--- config.mk ---
export PLATFORM = sky130hd
export DESIGN_NAME = ic_pair
export DESIGN_NICKNAME = d
export VERILOG_FILES = /design/src/core/ic_pair.v /design/src/core/ic_sync.v
export VERILOG_INCLUDE_DIRS = /design/src /design/src/core
export SDC_FILE = /design/constraint.sdc
export NUM_CORES = 1
export LEC_CHECK = 0
export ABC_AREA = 1
export BUFFER_PORTS_ARGS = -buffer_cell sky130_fd_sc_hd__buf_2
export CAP_MARGIN = 5
export CORE_MARGIN = 5
export CORE_UTILIZATION = 55
export CTS_BUF_LIST = sky130_fd_sc_hd__clkbuf_4
export DETAILED_ROUTE_END_ITERATION = 7
export PLACE_DENSITY_LB_ADDON = 0.2
export RECOVER_POWER = 25
export SYNTH_ARGS = -nofsm -noshare
export SYNTH_HDL_FRONTEND = slang
export SYNTH_SLANG_ARGS = --single-unit
--- constraint.sdc ---
create_clock -name clk -period 7.82 [get_ports clk]
set_clock_uncertainty 0.05 [all_clocks]
set_input_delay 2.346 -clock clk [delete_from_list [all_inputs] [get_ports clk]]
set_output_delay 2.346 -clock clk [all_outputs]
set_load 0.05 [all_outputs]
--- src/core/ic_consts.vh ---
`ifndef IC_CONSTS_VH
`define IC_CONSTS_VH

// i/o window decode: address bits 15..5 pick a controller
`define IC_PRI_BLOCK      11'h001
`define IC_SEC_BLOCK      11'h005
`define IC_PRI_EVEN_PORT  16'h0020
`define IC_PRI_ODD_PORT   16'h0021
`define IC_SEC_EVEN_PORT  16'h00a0
`define IC_SEC_ODD_PORT   16'h00a1

// command word field positions
`define IC_INIT_BIT       4
`define IC_MASK_POLL_READSEL_COMMAND_BIT       3
`define IC_LTIM_BIT       3
`define IC_SNGL_BIT       1
`define IC_IC4_BIT        0
`define IC_AUTO_END_OF_INTERRUPT_BIT       1
`define IC_SPECIAL_MASK_WRITE_ENABLE_BIT       6
`define IC_SMM_BIT        5
`define IC_POLL_BIT       2
`define IC_RR_BIT         1
`define IC_RIS_BIT        0

// rotate/end_of_interrupt command codes, bits 7..5
`define IC_CMD_ROT_CLR    3'h0
`define IC_CMD_NS_EOI     3'h1
`define IC_CMD_NOP        3'h2
`define IC_CMD_S_EOI      3'h3
`define IC_CMD_ROT_SET    3'h4
`define IC_CMD_ROT_NS_EOI 3'h5
`define IC_CMD_SET_PRI    3'h6
`define IC_CMD_ROT_S_EOI  3'h7

// reset values and cascade level
`define IC_MASK_RESET     8'h00
`define IC_LOWEST_RESET   3'h7
`define IC_SPURIOUS_LEVEL 3'h7
`define IC_EDGE_ARM       8'hff
`define IC_CASCADE_LEVEL  3'h2
`define IC_VBASE_PRI      5'h01
`define IC_VBASE_SEC      5'h0e

`endif

--- src/core/ic_pair.v ---
// Function
// [RQ1] after initialization all eight mask bits of each controller read zero
// [RQ2] mask bit n set masks level n, clear unmasks it; readable and writable
// [RQ3] odd port reads and non-init writes reach the mask register
// [RQ4] even port write with bits 4 and 3 zero is the rotate/eoi command
// [RQ5] codes 001, 011, 101 are eoi forms; 010 does nothing
// [RQ6] code 100 sets, 000 clears rotate-in-auto-eoi; auto eoi then rotates
// [RQ7] codes 111 and 110 act on the level in bits 2..0
// [RQ8] even port write with bit 3 set, bit 4 clear is poll/readsel command
// [RQ9] special mask flag loads from bit 5 only when bit 6 is set
// [RQ10] poll makes next read return active flag and highest requesting level
// [RQ11] a pending poll overrides the request/in-service read selection
// [RQ12] bit 1 set lets bit 0 choose request or in-service register readback
// [RQ13] a request input rising high sets its request bit
// [RQ14] interrupt output rises when an unmasked request outranks the serviced level
// [RQ15] first acknowledge freezes resolution, sets in-service and clears request; with ltim set the request bit keeps following the input
// [RQ16] data bus stays undriven during the first acknowledge
// [RQ17] cpu answers with two acknowledges and reads the vector on the second
// [RQ18] second acknowledge drives the eight-bit vector of the acknowledged level
// [RQ19] auto eoi clears in-service at the last acknowledge, else software eoi
// [RQ20] no request at first acknowledge gives level 7 vector, no in-service set
// [RQ21] vector bits 7..3 from programmed base, bits 2..0 the level number
// [RQ22] non-specific eoi clears highest in-service; specific clears named level
// [RQ23] nested mode holds off same and lower priority requests
// [RQ24] automatic rotation makes the serviced level lowest at its eoi
// [RQ25] secondary output feeds primary level 2 and supplies the cascaded vector
`include "ic_consts.vh"
`timescale 1ns/1ps
`default_nettype none

module ic_unit #(
	parameter [4:0] VBASE_RESET = 5'h00
) (
	input  wire       clk,       // system clock
	input  wire       sys_rst,   // synchronous reset
	input  wire       wr,        // write strobe for this controller
	input  wire       rd,        // read strobe for this controller
	input  wire       a0,        // port address bit 0
	input  wire [7:0] wdata,     // write data
	input  wire [7:0] irq,       // request levels
	input  wire       ack1,      // first acknowledge pulse
	input  wire       ack2,      // second acknowledge pulse
	output reg  [7:0] rdata,     // read data for this cycle
	output reg        int_out,   // request toward cpu
	output reg        cur_found, // an eligible request exists
	output reg  [2:0] cur_level, // highest eligible level
	output wire [7:0] vector     // vector of the acknowledged level
);

	localparam [1:0] ST_RUN  = 2'h0;
	localparam [1:0] ST_VECTOR_BASE_WORD = 2'h1;
	localparam [1:0] ST_ICW3 = 2'h2;
	localparam [1:0] ST_ICW4 = 2'h3;
	reg [7:0] request_register;
	reg [7:0] in_service_register;
	reg [7:0] level_mask_register;
	reg [2:0] lowest;
	reg       rot_in_auto;
	reg       special_mask_flag;
	reg       poll_pend;
	reg       read_isr;
	reg [4:0] vector_base_word;
	reg       auto_end_of_interrupt;
	reg       ltim;
	reg       sngl;
	reg       ic4;
	reg [1:0] init_st;
	reg [7:0] irq_prev;
	reg [2:0] ack_level;
	reg [7:0] next_irr;
	reg [7:0] next_isr;
	reg [2:0] next_low;
	reg [7:0] isr_eff;
	reg       isr_found;
	reg [2:0] isr_level;
	reg [7:0] take_mask;
	reg       take;
	wire       icw1_wr = wr && !a0 && wdata[`IC_INIT_BIT];
	wire       cmd2_wr = wr && !a0 && !wdata[`IC_INIT_BIT] && !wdata[`IC_MASK_POLL_READSEL_COMMAND_BIT];
	wire       cmd3_wr = wr && !a0 && !wdata[`IC_INIT_BIT] && wdata[`IC_MASK_POLL_READSEL_COMMAND_BIT];
	wire [2:0] cmd     = wdata[7:5];
	wire [2:0] named   = wdata[2:0];
	// {found, level}: scan from just above the lowest-priority level
	function [3:0] ic_pick;
		input [7:0] vec;
		input [2:0] low;
		reg   [2:0] lvl;
		integer     k;
		begin
			ic_pick = 4'h0;
			for (k = 8; k >= 1; k = k - 1)
			begin
				lvl = low + k[2:0];
				if (vec[lvl])
					ic_pick = {1'b1, lvl};
			end
		end
	endfunction
	// 0 is the highest rank
	function [2:0] ic_rank;
		input [2:0] lvl;
		input [2:0] low;
		begin
			ic_rank = lvl - low - 3'h1;
		end
	endfunction
	assign vector = {vector_base_word, ack_level}; // RQ21
	always @*
	begin
		{cur_found, cur_level} = ic_pick(request_register & ~level_mask_register, lowest); // RQ2
		// masked in-service levels stop blocking in special mask mode
		isr_eff = special_mask_flag ? (in_service_register & ~level_mask_register) : in_service_register;
		{isr_found, isr_level} = ic_pick(isr_eff, lowest);
		int_out = cur_found &&
			(!isr_found || ic_rank(cur_level, lowest) < ic_rank(isr_level, lowest)); // RQ14 RQ23
		take = (ack1 || (rd && poll_pend)) && cur_found; // RQ15
		take_mask = {7'h00, take} << cur_level;
	end
	always @*
	begin
		next_isr = in_service_register;
		next_low = lowest;
		if (cmd2_wr) // RQ4
		begin
			case (cmd) // RQ5
				`IC_CMD_NS_EOI:
					if (isr_found)
						next_isr[isr_level] = 1'b0; // RQ22
				`IC_CMD_S_EOI:
					next_isr[named] = 1'b0; // RQ22
				`IC_CMD_ROT_NS_EOI:
				begin
					if (isr_found)
					begin
						next_isr[isr_level] = 1'b0;
						next_low = isr_level; // RQ24
					end
				end
				`IC_CMD_ROT_S_EOI:
				begin
					next_isr[named] = 1'b0; // RQ7
					next_low = named;
				end
				`IC_CMD_SET_PRI:
					next_low = named; // RQ7
				default:
					next_low = lowest;
			endcase
		end
		if (ack2 && auto_end_of_interrupt && isr_found) // RQ19
		begin
			next_isr[isr_level] = 1'b0;
			if (rot_in_auto)
				next_low = isr_level; // RQ6 RQ24
		end
		// setting wins over a clear in the same cycle
		next_isr = next_isr | take_mask; // RQ15
		next_irr = ltim ? irq : ((request_register & ~take_mask) | (irq & ~irq_prev)); // RQ13
	end
	always @*
	begin
		if (poll_pend)
			rdata = {cur_found, 4'h0, cur_level}; // RQ10 RQ11
		else if (a0)
			rdata = level_mask_register; // RQ3
		else if (read_isr)
			rdata = in_service_register; // RQ12
		else
			rdata = request_register;
	end

	always @(posedge clk)
	begin
		if (sys_rst)
		begin
			request_register      <= 8'h00;
			in_service_register   <= 8'h00;
			level_mask_register   <= `IC_MASK_RESET;
			lowest                <= `IC_LOWEST_RESET;
			rot_in_auto           <= 1'b0;
			special_mask_flag     <= 1'b0;
			poll_pend             <= 1'b0;
			read_isr              <= 1'b0;
			vector_base_word      <= VBASE_RESET;
			auto_end_of_interrupt <= 1'b0;
			ltim                  <= 1'b0;
			sngl                  <= 1'b0;
			ic4                   <= 1'b0;
			init_st               <= ST_RUN;
			irq_prev              <= `IC_EDGE_ARM;
			ack_level             <= `IC_SPURIOUS_LEVEL;
		end
		else
		begin
			irq_prev            <= irq;
			request_register    <= next_irr;
			in_service_register <= next_isr;
			lowest              <= next_low;
			if (ack1)
				ack_level <= cur_found ? cur_level : `IC_SPURIOUS_LEVEL; // RQ20
			if (rd && poll_pend)
				poll_pend <= 1'b0;
			if (icw1_wr)
			begin
				// new edges only: arm every level as already high
				request_register      <= 8'h00;
				irq_prev              <= `IC_EDGE_ARM;
				level_mask_register   <= `IC_MASK_RESET; // RQ1
				lowest                <= `IC_LOWEST_RESET;
				special_mask_flag     <= 1'b0;
				read_isr              <= 1'b0;
				poll_pend             <= 1'b0;
				auto_end_of_interrupt <= 1'b0;
				ltim                  <= wdata[`IC_LTIM_BIT];
				sngl                  <= wdata[`IC_SNGL_BIT];
				ic4                   <= wdata[`IC_IC4_BIT];
				init_st               <= ST_VECTOR_BASE_WORD;
			end
			else if (wr && a0 && init_st != ST_RUN)
			begin
				case (init_st)
					ST_VECTOR_BASE_WORD:
					begin
						vector_base_word <= wdata[7:3]; // RQ21
						init_st          <= !sngl ? ST_ICW3 : (ic4 ? ST_ICW4 : ST_RUN);
					end
					ST_ICW3:
						init_st <= ic4 ? ST_ICW4 : ST_RUN;
					default:
					begin
						auto_end_of_interrupt <= wdata[`IC_AUTO_END_OF_INTERRUPT_BIT];
						init_st               <= ST_RUN;
					end
				endcase
			end
			else if (wr && a0)
				level_mask_register <= wdata; // RQ2 RQ3
			else if (cmd2_wr && (cmd == `IC_CMD_ROT_SET || cmd == `IC_CMD_ROT_CLR))
				rot_in_auto <= (cmd == `IC_CMD_ROT_SET); // RQ6
			else if (cmd3_wr) // RQ8
			begin
				if (wdata[`IC_SPECIAL_MASK_WRITE_ENABLE_BIT])
					special_mask_flag <= wdata[`IC_SMM_BIT]; // RQ9
				if (wdata[`IC_POLL_BIT])
					poll_pend <= 1'b1; // RQ10
				if (wdata[`IC_RR_BIT])
					read_isr <= wdata[`IC_RIS_BIT]; // RQ12
			end
		end
	end
endmodule // ic_unit

module ic_pair #(
	parameter [4:0] PRI_VBASE = `IC_VBASE_PRI,
	parameter [4:0] SEC_VBASE = `IC_VBASE_SEC
) (
	input  wire        clk,                    // system clock, 100 MHz
	input  wire        sys_rst,                // synchronous reset, active high
	input  wire [15:0] io_addr,                // i/o port address
	input  wire        io_wr,                  // i/o write strobe, one cycle
	input  wire        io_rd,                  // i/o read strobe, one cycle
	input  wire [7:0]  io_wdata,               // i/o write data
	input  wire        interrupt_acknowledge,  // acknowledge cycle strobe, one cycle
	input  wire [15:0] irq_pin,                // request pins, level 2 unused
	output reg  [7:0]  io_rdata,               // read or vector data
	output reg         io_rdata_oe,            // data bus drive enable
	output reg         cpu_interrupt_output    // interrupt request to cpu
);

	wire [15:0] irq_s;
	wire        pri_sel = (io_addr[15:5] == `IC_PRI_BLOCK);
	wire        sec_sel = (io_addr[15:5] == `IC_SEC_BLOCK);
	wire [7:0]  pri_rdata;
	wire [7:0]  sec_rdata;
	wire [7:0]  pri_vec;
	wire [7:0]  sec_vec;
	wire        pri_int;
	wire        sec_int;
	wire        pri_found;
	wire [2:0]  pri_level;
	reg         ack_second;
	reg         ack_casc;

	wire pri_ack1 = interrupt_acknowledge && !ack_second;
	wire sec_ack1 = pri_ack1 && pri_found && pri_level == `IC_CASCADE_LEVEL; // RQ25
	wire pri_ack2 = interrupt_acknowledge && ack_second;
	wire sec_ack2 = pri_ack2 && ack_casc;
	ic_sync u_sync (
		.clk     (clk),
		.sys_rst (sys_rst),
		.pin     (irq_pin),
		.level   (irq_s)
	);
	ic_unit #(
		.VBASE_RESET (PRI_VBASE)
	) u_primary (
		.clk       (clk),
		.sys_rst   (sys_rst),
		.wr        (io_wr && pri_sel),
		.rd        (io_rd && pri_sel),
		.a0        (io_addr[0]),
		.wdata     (io_wdata),
		.irq       ({irq_s[7:3], sec_int, irq_s[1:0]}), // RQ25
		.ack1      (pri_ack1),
		.ack2      (pri_ack2),
		.rdata     (pri_rdata),
		.int_out   (pri_int),
		.cur_found (pri_found),
		.cur_level (pri_level),
		.vector    (pri_vec)
	);
	ic_unit #(
		.VBASE_RESET (SEC_VBASE)
	) u_secondary (
		.clk       (clk),
		.sys_rst   (sys_rst),
		.wr        (io_wr && sec_sel),
		.rd        (io_rd && sec_sel),
		.a0        (io_addr[0]),
		.wdata     (io_wdata),
		.irq       (irq_s[15:8]),
		.ack1      (sec_ack1),
		.ack2      (sec_ack2),
		.rdata     (sec_rdata),
		.int_out   (sec_int),
		.cur_found (),
		.cur_level (),
		.vector    (sec_vec)
	);
	always @(posedge clk)
	begin
		if (sys_rst)
		begin
			ack_second           <= 1'b0;
			ack_casc             <= 1'b0;
			io_rdata             <= 8'h00;
			io_rdata_oe          <= 1'b0;
			cpu_interrupt_output <= 1'b0;
		end
		else
		begin
			cpu_interrupt_output <= pri_int; // RQ14
			io_rdata_oe          <= 1'b0;
			if (interrupt_acknowledge) // RQ17
			begin
				if (!ack_second)
				begin
					ack_second <= 1'b1; // RQ16
					ack_casc   <= sec_ack1;
				end
				else
				begin
					ack_second  <= 1'b0;
					io_rdata    <= ack_casc ? sec_vec : pri_vec; // RQ18 RQ25
					io_rdata_oe <= 1'b1;
				end
			end
			else if (io_rd && (pri_sel || sec_sel))
			begin
				io_rdata    <= pri_sel ? pri_rdata : sec_rdata;
				io_rdata_oe <= 1'b1;
			end
		end
	end
endmodule // ic_pair

`default_nettype wire

--- src/core/ic_sync.v ---
`timescale 1ns/1ps
`default_nettype none

module ic_sync #(
	parameter WIDTH = 16
) (
	input  wire             clk,     // system clock
	input  wire             sys_rst, // synchronous reset
	input  wire [WIDTH-1:0] pin,     // asynchronous levels
	output reg  [WIDTH-1:0] level    // filtered levels
);

	reg [WIDTH-1:0] stage1;
	reg [WIDTH-1:0] stage2;
	reg [WIDTH-1:0] stage3;
	integer         i;

	// a change counts once stages two and three agree
	always @(posedge clk)
	begin
		if (sys_rst)
		begin
			stage1 <= {WIDTH{1'b0}};
			stage2 <= {WIDTH{1'b0}};
			stage3 <= {WIDTH{1'b0}};
			level  <= {WIDTH{1'b0}};
		end
		else
		begin
			stage1 <= pin;
			stage2 <= stage1;
			stage3 <= stage2;
			for (i = 0; i < WIDTH; i = i + 1)
				if (stage2[i] == stage3[i])
					level[i] <= stage3[i];
		end
	end

endmodule // ic_sync

`default_nettype wire

* After elaboration in Yosys (flattened, before gate mapping)
Index checks and enable logic that the tools add are counted.
** Storage, ports and cells
- Register bits :: 181
- Output and inout bits :: 10
- Memory bits (read-only) :: 0
- Memories kept :: 0
- Memory bits (writable) :: 0
- Logic and storage cells :: 413
- Input bits :: 45
- Bits in latches :: 0
** Cells by class
- $mul :: 0
- Equal/unequal tests :: 29
- Muxes and demuxes :: 163
- $lt $le $gt $ge :: 24
- Reductions and logical operators :: 78
- Shift-type cells :: 2
- Divide/modulo/power cells :: 0
- Bitwise logic cells :: 38
- Add/subtract/negate cells :: 22
** Operators with widths (count)
- $mux W8 :: 21
- $mux W4 :: 32
- $and A8 B8 Y8 :: 14
- $bmux W1 S3 :: 32
- $lt A3 B4 Y1 const B :: 19
- $not A8 Y8 :: 9
- $mux W1 :: 55
- $logic_and A1 B1 Y1 :: 39
- $or A8 B8 Y8 :: 4
- $pmux W8 S2 :: 2
- $mux W3 :: 10
- $add A3 B3 Y3 const B :: 8
- $reduce_and A5 Y1 :: 4
- $shl A1 B3 Y8 :: 2
- $eq A1 B1 Y1 :: 15
- $reduce_or A2 Y1 :: 7
- $add A3 B2 Y3 const B :: 4
- $eq A3 B3 Y1 const B :: 4
- $pmux W3 S2 :: 2
- $reduce_and A2 Y1 :: 6
- $sub A3 B1 Y3 const B :: 4
- $sub A3 B3 Y3 :: 4
- $eq A11 B1 Y1 const B :: 1
- $eq A11 B3 Y1 const B :: 1
- 18 further kinds :: 57

* Longest topological paths before layout
Gate-level depths: netlist (run 1).
- Word-level depth :: 25
- Depth in mapped cells :: 29

* Cells and area by module
From an unflattened synthesis (run 1), not the netlist that was laid out.
** Second synthesis, totals
- Cells, all modules :: 1800
- Area, all modules :: 11446.0 sq um
** Modules (own cells, without submodules)
- ic_unit at u_primary :: instances 1, cells each 711, area each 4332.9 sq um
- ic_unit at u_secondary :: instances 1, cells each 703, area each 4249.1 sq um
- ic_sync :: instances 1, cells each 215, area each 1913.1 sq um
- ic_pair :: instances 1, cells each 171, area each 950.9 sq um

* Worst setup path before layout (run 1)
OpenSTA, ideal clock, no wires.
- Path type :: flip-flop to flip-flop
- From :: register u_secondary.lowest[1], in the netlist u_secondary.ic_pick.low[1]
- To :: register u_primary.irq_prev[2]
- Setup time :: 0.123 ns
- Arrival time :: 3.873 ns
- Slack :: 3.774 ns
- Stages on the path, launching flop included :: 28
- Cell sequence :: dfxtp_1 > buf_4 > inv_2 > buf_4 > ha_1 > inv_1 > clkbuf_1 > nand3_1 > nand3_1 > nand2_1 > inv_2 > o21ai_1 > nand2_1 > nand2_1 > nand2_1 > nand2_1 > nand2_1 > nand2_2 > buf_6 > ha_1 > fa_1 > xor2_1 > xor2_1 > ha_1 > o211ai_1 > nand2_1 > a21oi_1 > or2_2
** On the way
- Word-level cells in the longest chain between the ends :: 15
- Elaborated cells between the ends (all ways) :: 63
- Those cells by class :: add/sub: 11; order compare: 1; mux: 48; reduce/logical: 3
** RTL lines
- start, declared :: RTL line ic_pair.v:57 : reg [2:0] lowest;
- start signal, assigned :: RTL line ic_pair.v:179 : lowest <= `IC_LOWEST_RESET;
- start signal, assigned :: RTL line ic_pair.v:198 : lowest <= next_low;
- start signal, assigned :: RTL line ic_pair.v:209 : lowest <= `IC_LOWEST_RESET;
- $add A3 B3 Y3 / $bmux W1 S3 (equally long branches) :: RTL line ic_pair.v:93, ic_pair.v:94
- $bmux W1 S3 / $mux W1 (equally long branches) :: RTL line ic_pair.v:94 : if (vec[lvl])
- $mux W1 (implied by the code) / $mux W4 (equally long branches) :: RTL line ic_pair.v:94
- $mux W4 (7 in a row) :: RTL line ic_pair.v:94
- $sub A3 B3 Y3 :: RTL line ic_pair.v:104 : ic_rank = lvl - low - 3'h1;
- $sub A3 B1 Y3 :: RTL line ic_pair.v:104
- $lt A3 B3 Y1 :: RTL line ic_pair.v:115 : (!isr_found || ic_rank(cur_level, lowest) < ic_rank(isr_level, lowest));
- $logic_or A1 B1 Y1 :: RTL line ic_pair.v:115
- $logic_and A1 B1 Y1 (*) :: RTL line ic_pair.v:114 : int_out = cur_found &&
- end signal, assigned :: RTL line ic_pair.v:190 : irq_prev <= `IC_EDGE_ARM;
- end signal, assigned :: RTL line ic_pair.v:195 : irq_prev <= irq;
- end signal, assigned :: RTL line ic_pair.v:207 : irq_prev <= `IC_EDGE_ARM;
- end, declared :: RTL line ic_pair.v:68 : reg [7:0] irq_prev;
Mark *: on every way between the ends. The rest lies on a longest branch, timed or not. The select of a mux whose other input is x is not followed.
A chain may end at the register's enable or synchronous reset.

==> flow_summary.yaml, run 1 <==
synth:
  synth_area_mm2: 0.0108
  syn_nets: 1773
  yosys-top-cells-area: "dfxtp_1 33%, nand2_1 16%, nand3_1 8.3%"
  ys_types: 49
  synth_area_per_cell_um2: 6.36
  ys_seq_area_frac: 0.329
  synth-warning-count: 0
  synth-seq-cells: 178
  synth-edff-count: 0
  yosys.area.top_type: "dfxtp_1"
  synth_top_area_frac: 0.329
  ys.flop_type: "dfxtp_1"
  synth-async-reset-ratio: 0
  syn_inst: 1706
clocking:
  cts_sinks: 178
  clkTransAtPathRegs_ps: 170
  cts.path.max_buffers: 2
  tritoncts: "built"
  htree_levels: 4
  clk_latency_ps: 570
  ctsResizeCount: 0
  clockRootBuffer: "clkbuf_4"
  numCtsBuffers: 17
  cts_hold_buf: 0
  post_cts_buffers: 0
finish:
  final_layout_size_suffix_gt1_frac: 0.0881
  diodes: 0
  fin_cells: 1991
  area_growth_pct: 5.31
  layout.nets: 1780
  final.fill_count: 1929
  final_util: 0.587
drt:
  wl_per_cell_um: 15.6
  drt-total-wl_um: 31000
  first_pass_iters: 8
  drt-vias-per-instance: 5.54
  drcViolationCount: 0
  vias: 11000
  postRouteAntennaNets: 0
  drt_iter0_drc: 1147
die:
  placementRows: 51
  initial_core_util: 0.557
  die_y_um: 150
  die_width_um: 150
  core_area_mm2: 0.0195
  die_area_mm2: 0.0226
  io_pins: 55
sta:
  setup_viol: 0
  tightest_slew_ps: 2590
  fin_crit_ps: 6470
  rsz0062_at_grt: "false"
  drv_slew: 65
  setup-tns-final_ps: 0
  fin_ws_ps: 1350
  slew_headroom: -0.724
  hold_viol: 0
  clock.fmax_mhz: 155
  timing.final.crit_share: 0.827
worst_setup_path:
  critPathSlowestCell: "clkbuf_1"
  crit_arrival_ps: 6850
  cp-start-kind: "primary input"
  worstPathCellList: "clkbuf_1, clkbuf_1, inv_1, o21ai_0, a31oi_1"
  crit_fanout: 64
  worst_path_largest_cell_delay_ps: 1920
  cp_common_cell: "clkbuf_1"
  path_buf_inv: 3
  critPathTopFamily: "buffers and inverters"
  cp.required_ps: 8200
  end_kind: "register"
  crit_type: "primary input to register"
pwr:
  max-vdd-ir-drop_mv: 0.147
  power_density_mw_per_mm2: 141
  p_leak_nw: 5.19
global_route:
  antenna_found_initial: 0
  grt_pass1_wl_um: 50100
  grtUsageTotal: 0.276
  first_global_vias: 9808
  overflow: 0
  grt_max_degree: 65
placed_design:
  dp_worst_setup_slack_ps: 2220
  place_hpwl_um: 23600
  gp_congestion: 0.991
  dpl.cell_count: 1959
  io_buffer_count: 49
run_status:
  outcome: "complete, but fails checks"
  failed_checks: "max-capacitance violations, max-slew violations"
worst_hold_path:
  hp-class: "register to register"
run:
  cap_violations: 1
-- routing by layer --
layer / vias to the layer above / global-route usage / wire length (µm)
met5: - / 0 / 0
met4: 0 / 0.0640 / 533
met3: 49 / 0.0503 / 3110
met2: 540 / 0.419 / 13200
met1: 4926 / 0.408 / 14200
li1: 5517 / - / -
-- kinds of logic after synthesis --
| logic type | count (synthesis) | share of synthesized area |
|---|---|---|
| AOI/OAI and AO/OA | 327 | 0.166 |
| xor gates and xnor gates | 14 | 0.0196 |
| adders and majority gates | 22 | 0.0282 |
| buffers and inverters | 312 | 0.119 |
| DFF | 178 | 0.329 |
| and+or+nand+nor | 853 | 0.339 |
-- metrics by stage --
step,instance area [µm²],hold slack [ps],power (mW)
CTS,11400,341,1.61
global route,11400,335,1.67
global placement,11100,339,1.06
detailed placement,11100,345,1.06
floorplan,10800,338,1.02
finish,11400,342,1.61
-- cells in the final DEF, fill, tap and decap left out, types with 22 or more instances in the layout --
master / Yosys / routed
o21ai_0: 109 / 109
buf_2: 9 / 48
inv_1: 225 / 225
nor2_1: 150 / 150
o211ai_1: 22 / 22
a21oi_1: 135 / 135
nand2_1: 455 / 455
nand3_1: 180 / 180
dfxtp_1: 178 / 178
-- registers in the layout (all words and copies together), names as in the netlist, 3 cells and up --
| name | count |
|---|---|
| u_secondary.level_mask_register | 8 |
| u_secondary.ack_level | 3 |
| u_primary.level_mask_register | 8 |
| u_secondary.request_register | 8 |
| u_primary.vector_base_word | 5 |
| u_primary.request_register | 8 |
| u_secondary.vector_base_word | 5 |
| u_sync.stage1 | 15 |
| io_rdata | 8 |
| u_primary.in_service_register | 8 |
| u_primary.ic_pick.low | 3 |
| u_secondary.irq_prev | 8 |
| u_primary.irq_prev | 8 |
| u_sync.level | 15 |
| u_primary.ack_level | 3 |
| u_sync.stage2 | 15 |
| u_sync.stage3 | 15 |
| u_secondary.ic_pick.low | 3 |
| u_secondary.in_service_register | 8 |
-- final cells by class --
| cell class | count | area [µm²] | share of cell area |
|---|---|---|---|
| Sequential cell | 178 | 3560 | 0.312 |
| Tap cell | 265 | 332 | 0.0290 |
| Multi-Input combinational cell | 1216 | 5990 | 0.525 |
| Inverter | 246 | 927 | 0.0812 |
| Timing Repair Buffer | 54 | 278 | 0.0243 |
| Clock inverter | 14 | 189 | 0.0165 |
| Clock buffer | 18 | 135 | 0.0118 |
-- Yosys cell counts, types with 3 or more instances --
cell type	number
a211oi_1	18
a21oi_1	135
a31oi_1	12
buf_2	9
buf_4	6
buf_6	10
clkbuf_1	38
dfxtp_1	178
fa_1	4
ha_1	18
inv_1	225
inv_2	18
nand2_1	455
nand2_2	13
nand2_4	6
nand3_1	180
nand3_2	6
nand4_1	16
nor2_1	150
nor2_2	5
nor2_4	3
nor3_1	7
nor4_1	6
o211ai_1	22
o21ai_0	109
o21ai_1	17
o21ai_2	4
xnor2_1	3
xnor2_4	4
xor2_1	5
-- where the power goes --
part           leakage, nW  internal [mW]  switching (mW)  total (mW)
Clock                0.174          0.187           0.376       0.563
Combinational         3.57         0.0293          0.0815       0.111
Sequential            1.45          0.927         0.00736       0.935
Total                 5.19           1.14           0.465        1.61
-- worst register-to-register path: stages, from the launching register on --
cell,delay [ps]
dfxtp_1,870
inv_2,370
ha_1,690
inv_1,320
nand3_1,200
nand3_1,100
nand2_1,130
inv_1,80
nand2_1,60
nand2_1,50
nand2_1,60
nand2_1,50
nand2_1,60
nand2_1,50
nand2_1,60
nand2_2,190
ha_1,290
fa_1,400
xor2_1,170
xor2_1,210
ha_1,300
a21oi_1,130
nand2_1,100
a21oi_1,410
nand2_1,100
a21oi_1,170
-- path summary, 6_finish.rpt --
path	startpoint	to	slack (ps)	cells past startpoint
worst max-delay path	sys_rst	io_rdata[7]$_SDFFE_PP0P_	1350	5
worst min-delay path	u_sync.stage1[0]$_SDFF_PP0_	u_sync.stage2[0]$_SDFF_PP0_	340	2
worst max register to register	u_secondary.ic_pick.low[0]$_SDFF_PP1_	u_primary.request_register[2]$_SDFF_PP0_	2100	25
worst min register to register	u_sync.stage1[0]$_SDFF_PP0_	u_sync.stage2[0]$_SDFF_PP0_	340	2
Note: power is estimated with default switching activity, not from simulation.
==> run 2, diff against run 1 <==
- clock period: 7.82 -> 5.3 ns (I/O delays scaled with it)
==> flow_summary.yaml, run 2 (synthesized netlist as in run 1, its figures left out) <==
global_route:
  grt_max_degree: 57
  first_global_vias: 9785
  antenna_found_initial: 1
  grt_pass1_wl_um: 50000
  overflow: 0
  grtUsageTotal: 0.280
run:
  cap_violations: 1
pwr:
  pwr-share-comb: 0.071
  max-vdd-ir-drop_mv: 0.192
  p_int_mw: 1.63
  p_leak_nw: 5.21
  switching_share: 0.294
  power.switching_uw: 680
  clockPowerShare: 0.333
  seqPwrFrac: 0.596
  power_density_mw_per_mm2: 202
drt:
  drt-vias-per-instance: 5.50
  drt_iter0_drc: 1033
  wl_per_cell_um: 15.6
  first_pass_iters: 5
  wl_met3_um: 3120
  vias: 11000
  top_layer: "met4"
  wl_met1_um: 14500
  drt-total-wl_um: 31300
  drcViolationCount: 0
  wl_met2_um: 13300
  postRouteAntennaNets: 0
clocking:
  clockRootBuffer: "clkbuf_4"
  htree_levels: 4
  cts.path.max_buffers: 2
  cts_sinks: 178
  post_cts_buffers: 0
  cts_hold_buf: 0
  numCtsBuffers: 17
  ctsResizeCount: 0
  clk_latency_ps: 560
  tritoncts: "built"
  clkTransAtPathRegs_ps: 180
finish:
  final_layout_size_suffix_gt1_frac: 0.0923
  multiInputGateArea_mm2: 0.00599
  layout.nets: 1788
  final_util: 0.589
  final_cell_mix: "455 x nand2_1, 225 x inv_1, 180 x nand3_1"
  final.fill_count: 1992
  regArea_mm2: 0.00356
  final_common_cell: "nand2_1"
  fin_cells: 1999
  area_growth_pct: 5.74
run_status:
  failed_checks: "max-capacitance violations, max-slew violations"
  outcome: "complete, but fails checks"
die:
  initial_core_util: 0.557
  io_pins: 55
  core_area_mm2: 0.0195
  placementRows: 51
  die_width_um: 150
  die_y_um: 150
  die_area_mm2: 0.0226
sta:
  fin_crit_ps: 4690
  setup_viol: 0
  drv_slew: 57
  whs_ps: 359
  clock.fmax_mhz: 213
  setup-tns-final_ps: 0
  hold_viol: 0
  rsz0062_at_grt: "false"
  tightest_slew_ps: 2250
  timing.final.crit_share: 0.884
  slew_headroom: -0.497
placed_design:
  io_buffer_count: 49
  place_hpwl_um: 24100
  dpl.cell_count: 1967
  gp_congestion: 0.967
worst_setup_path:
  cp.required_ps: 5740
  end_kind: "register"
  cp_common_cell: "nand2_1"
  crit_fanout: 13
  critPathTopFamily: "adder cells"
  crit_type: "register to register"
  worst_path_largest_cell_delay_ps: 590
  cp-start-kind: "register"
  path_buf_inv: 3
  crit_arrival_ps: 5120
  critPathSlowestCell: "ha_1"
worst_hold_path:
  hp-class: "register to register"
-- run 2: final cells by class --
type	count	share of cell area
Clock buffer	17	0.0111
Antenna cell	1	0.000218
Timing Repair Buffer	62	0.0298
Tap cell	265	0.0289
Inverter	246	0.0809
Multi-Input combinational cell	1216	0.523
Clock inverter	14	0.0154
Sequential cell	178	0.311
-- run 2: worst register-to-register path: cells and delay by family (launching register included) --
family	cells	cell delay, ps
buffers and inverters	3	530
XOR/XNOR	2	330
AO/OA/AOI/OAI	3	600
adder cells (fa/ha/maj)	4	1580
AND/OR/NAND/NOR	13	1150
flip-flops	1	370
-- run 2: final timing paths --
path	from	endpoint	slack, ps	depth (start not counted)
worst min-delay path	u_sync.stage1[3]$_SDFF_PP0_	u_sync.stage2[3]$_SDFF_PP0_	360	2
worst min register to register	u_sync.stage1[3]$_SDFF_PP0_	u_sync.stage2[3]$_SDFF_PP0_	360	2
worst max register to register	u_secondary.ic_pick.low[1]$_SDFF_PP1_	u_primary.request_register[2]$_SDFF_PP0_	610	25
worst max-delay path	u_secondary.ic_pick.low[1]$_SDFF_PP1_	u_primary.request_register[2]$_SDFF_PP0_	610	25
-- run 2: power groups by stage --
stage / Clock [mW] / Combinational (mW) / Sequential, mW
4_1_cts: 0.784 / 0.162 / 1.38
3_5_place_dp: 0 / 0.161 / 1.41
6_report: 0.770 / 0.164 / 1.38
3_3_place_gp: 0 / 0.159 / 1.41
5_1_grt: 0.842 / 0.181 / 1.38
2_1_floorplan: 0 / 0.0878 / 1.42
-- run 2: routing by layer --
metal  vias up  track usage
met2       469        0.414
met3        29       0.0572
met4         0       0.0499
li1       5538            -
met1      4959        0.424
met5         -            0
-- run 2: per-stage QoR --
stage	worst slack, ps	total power, mW	area [µm²]
after floorplan	1250	1.51	10800
after detailed placement	727	1.57	11200
after CTS	673	2.32	11500
after global routing	135	2.41	11500
final	614	2.31	11500
after global placement	769	1.57	11200
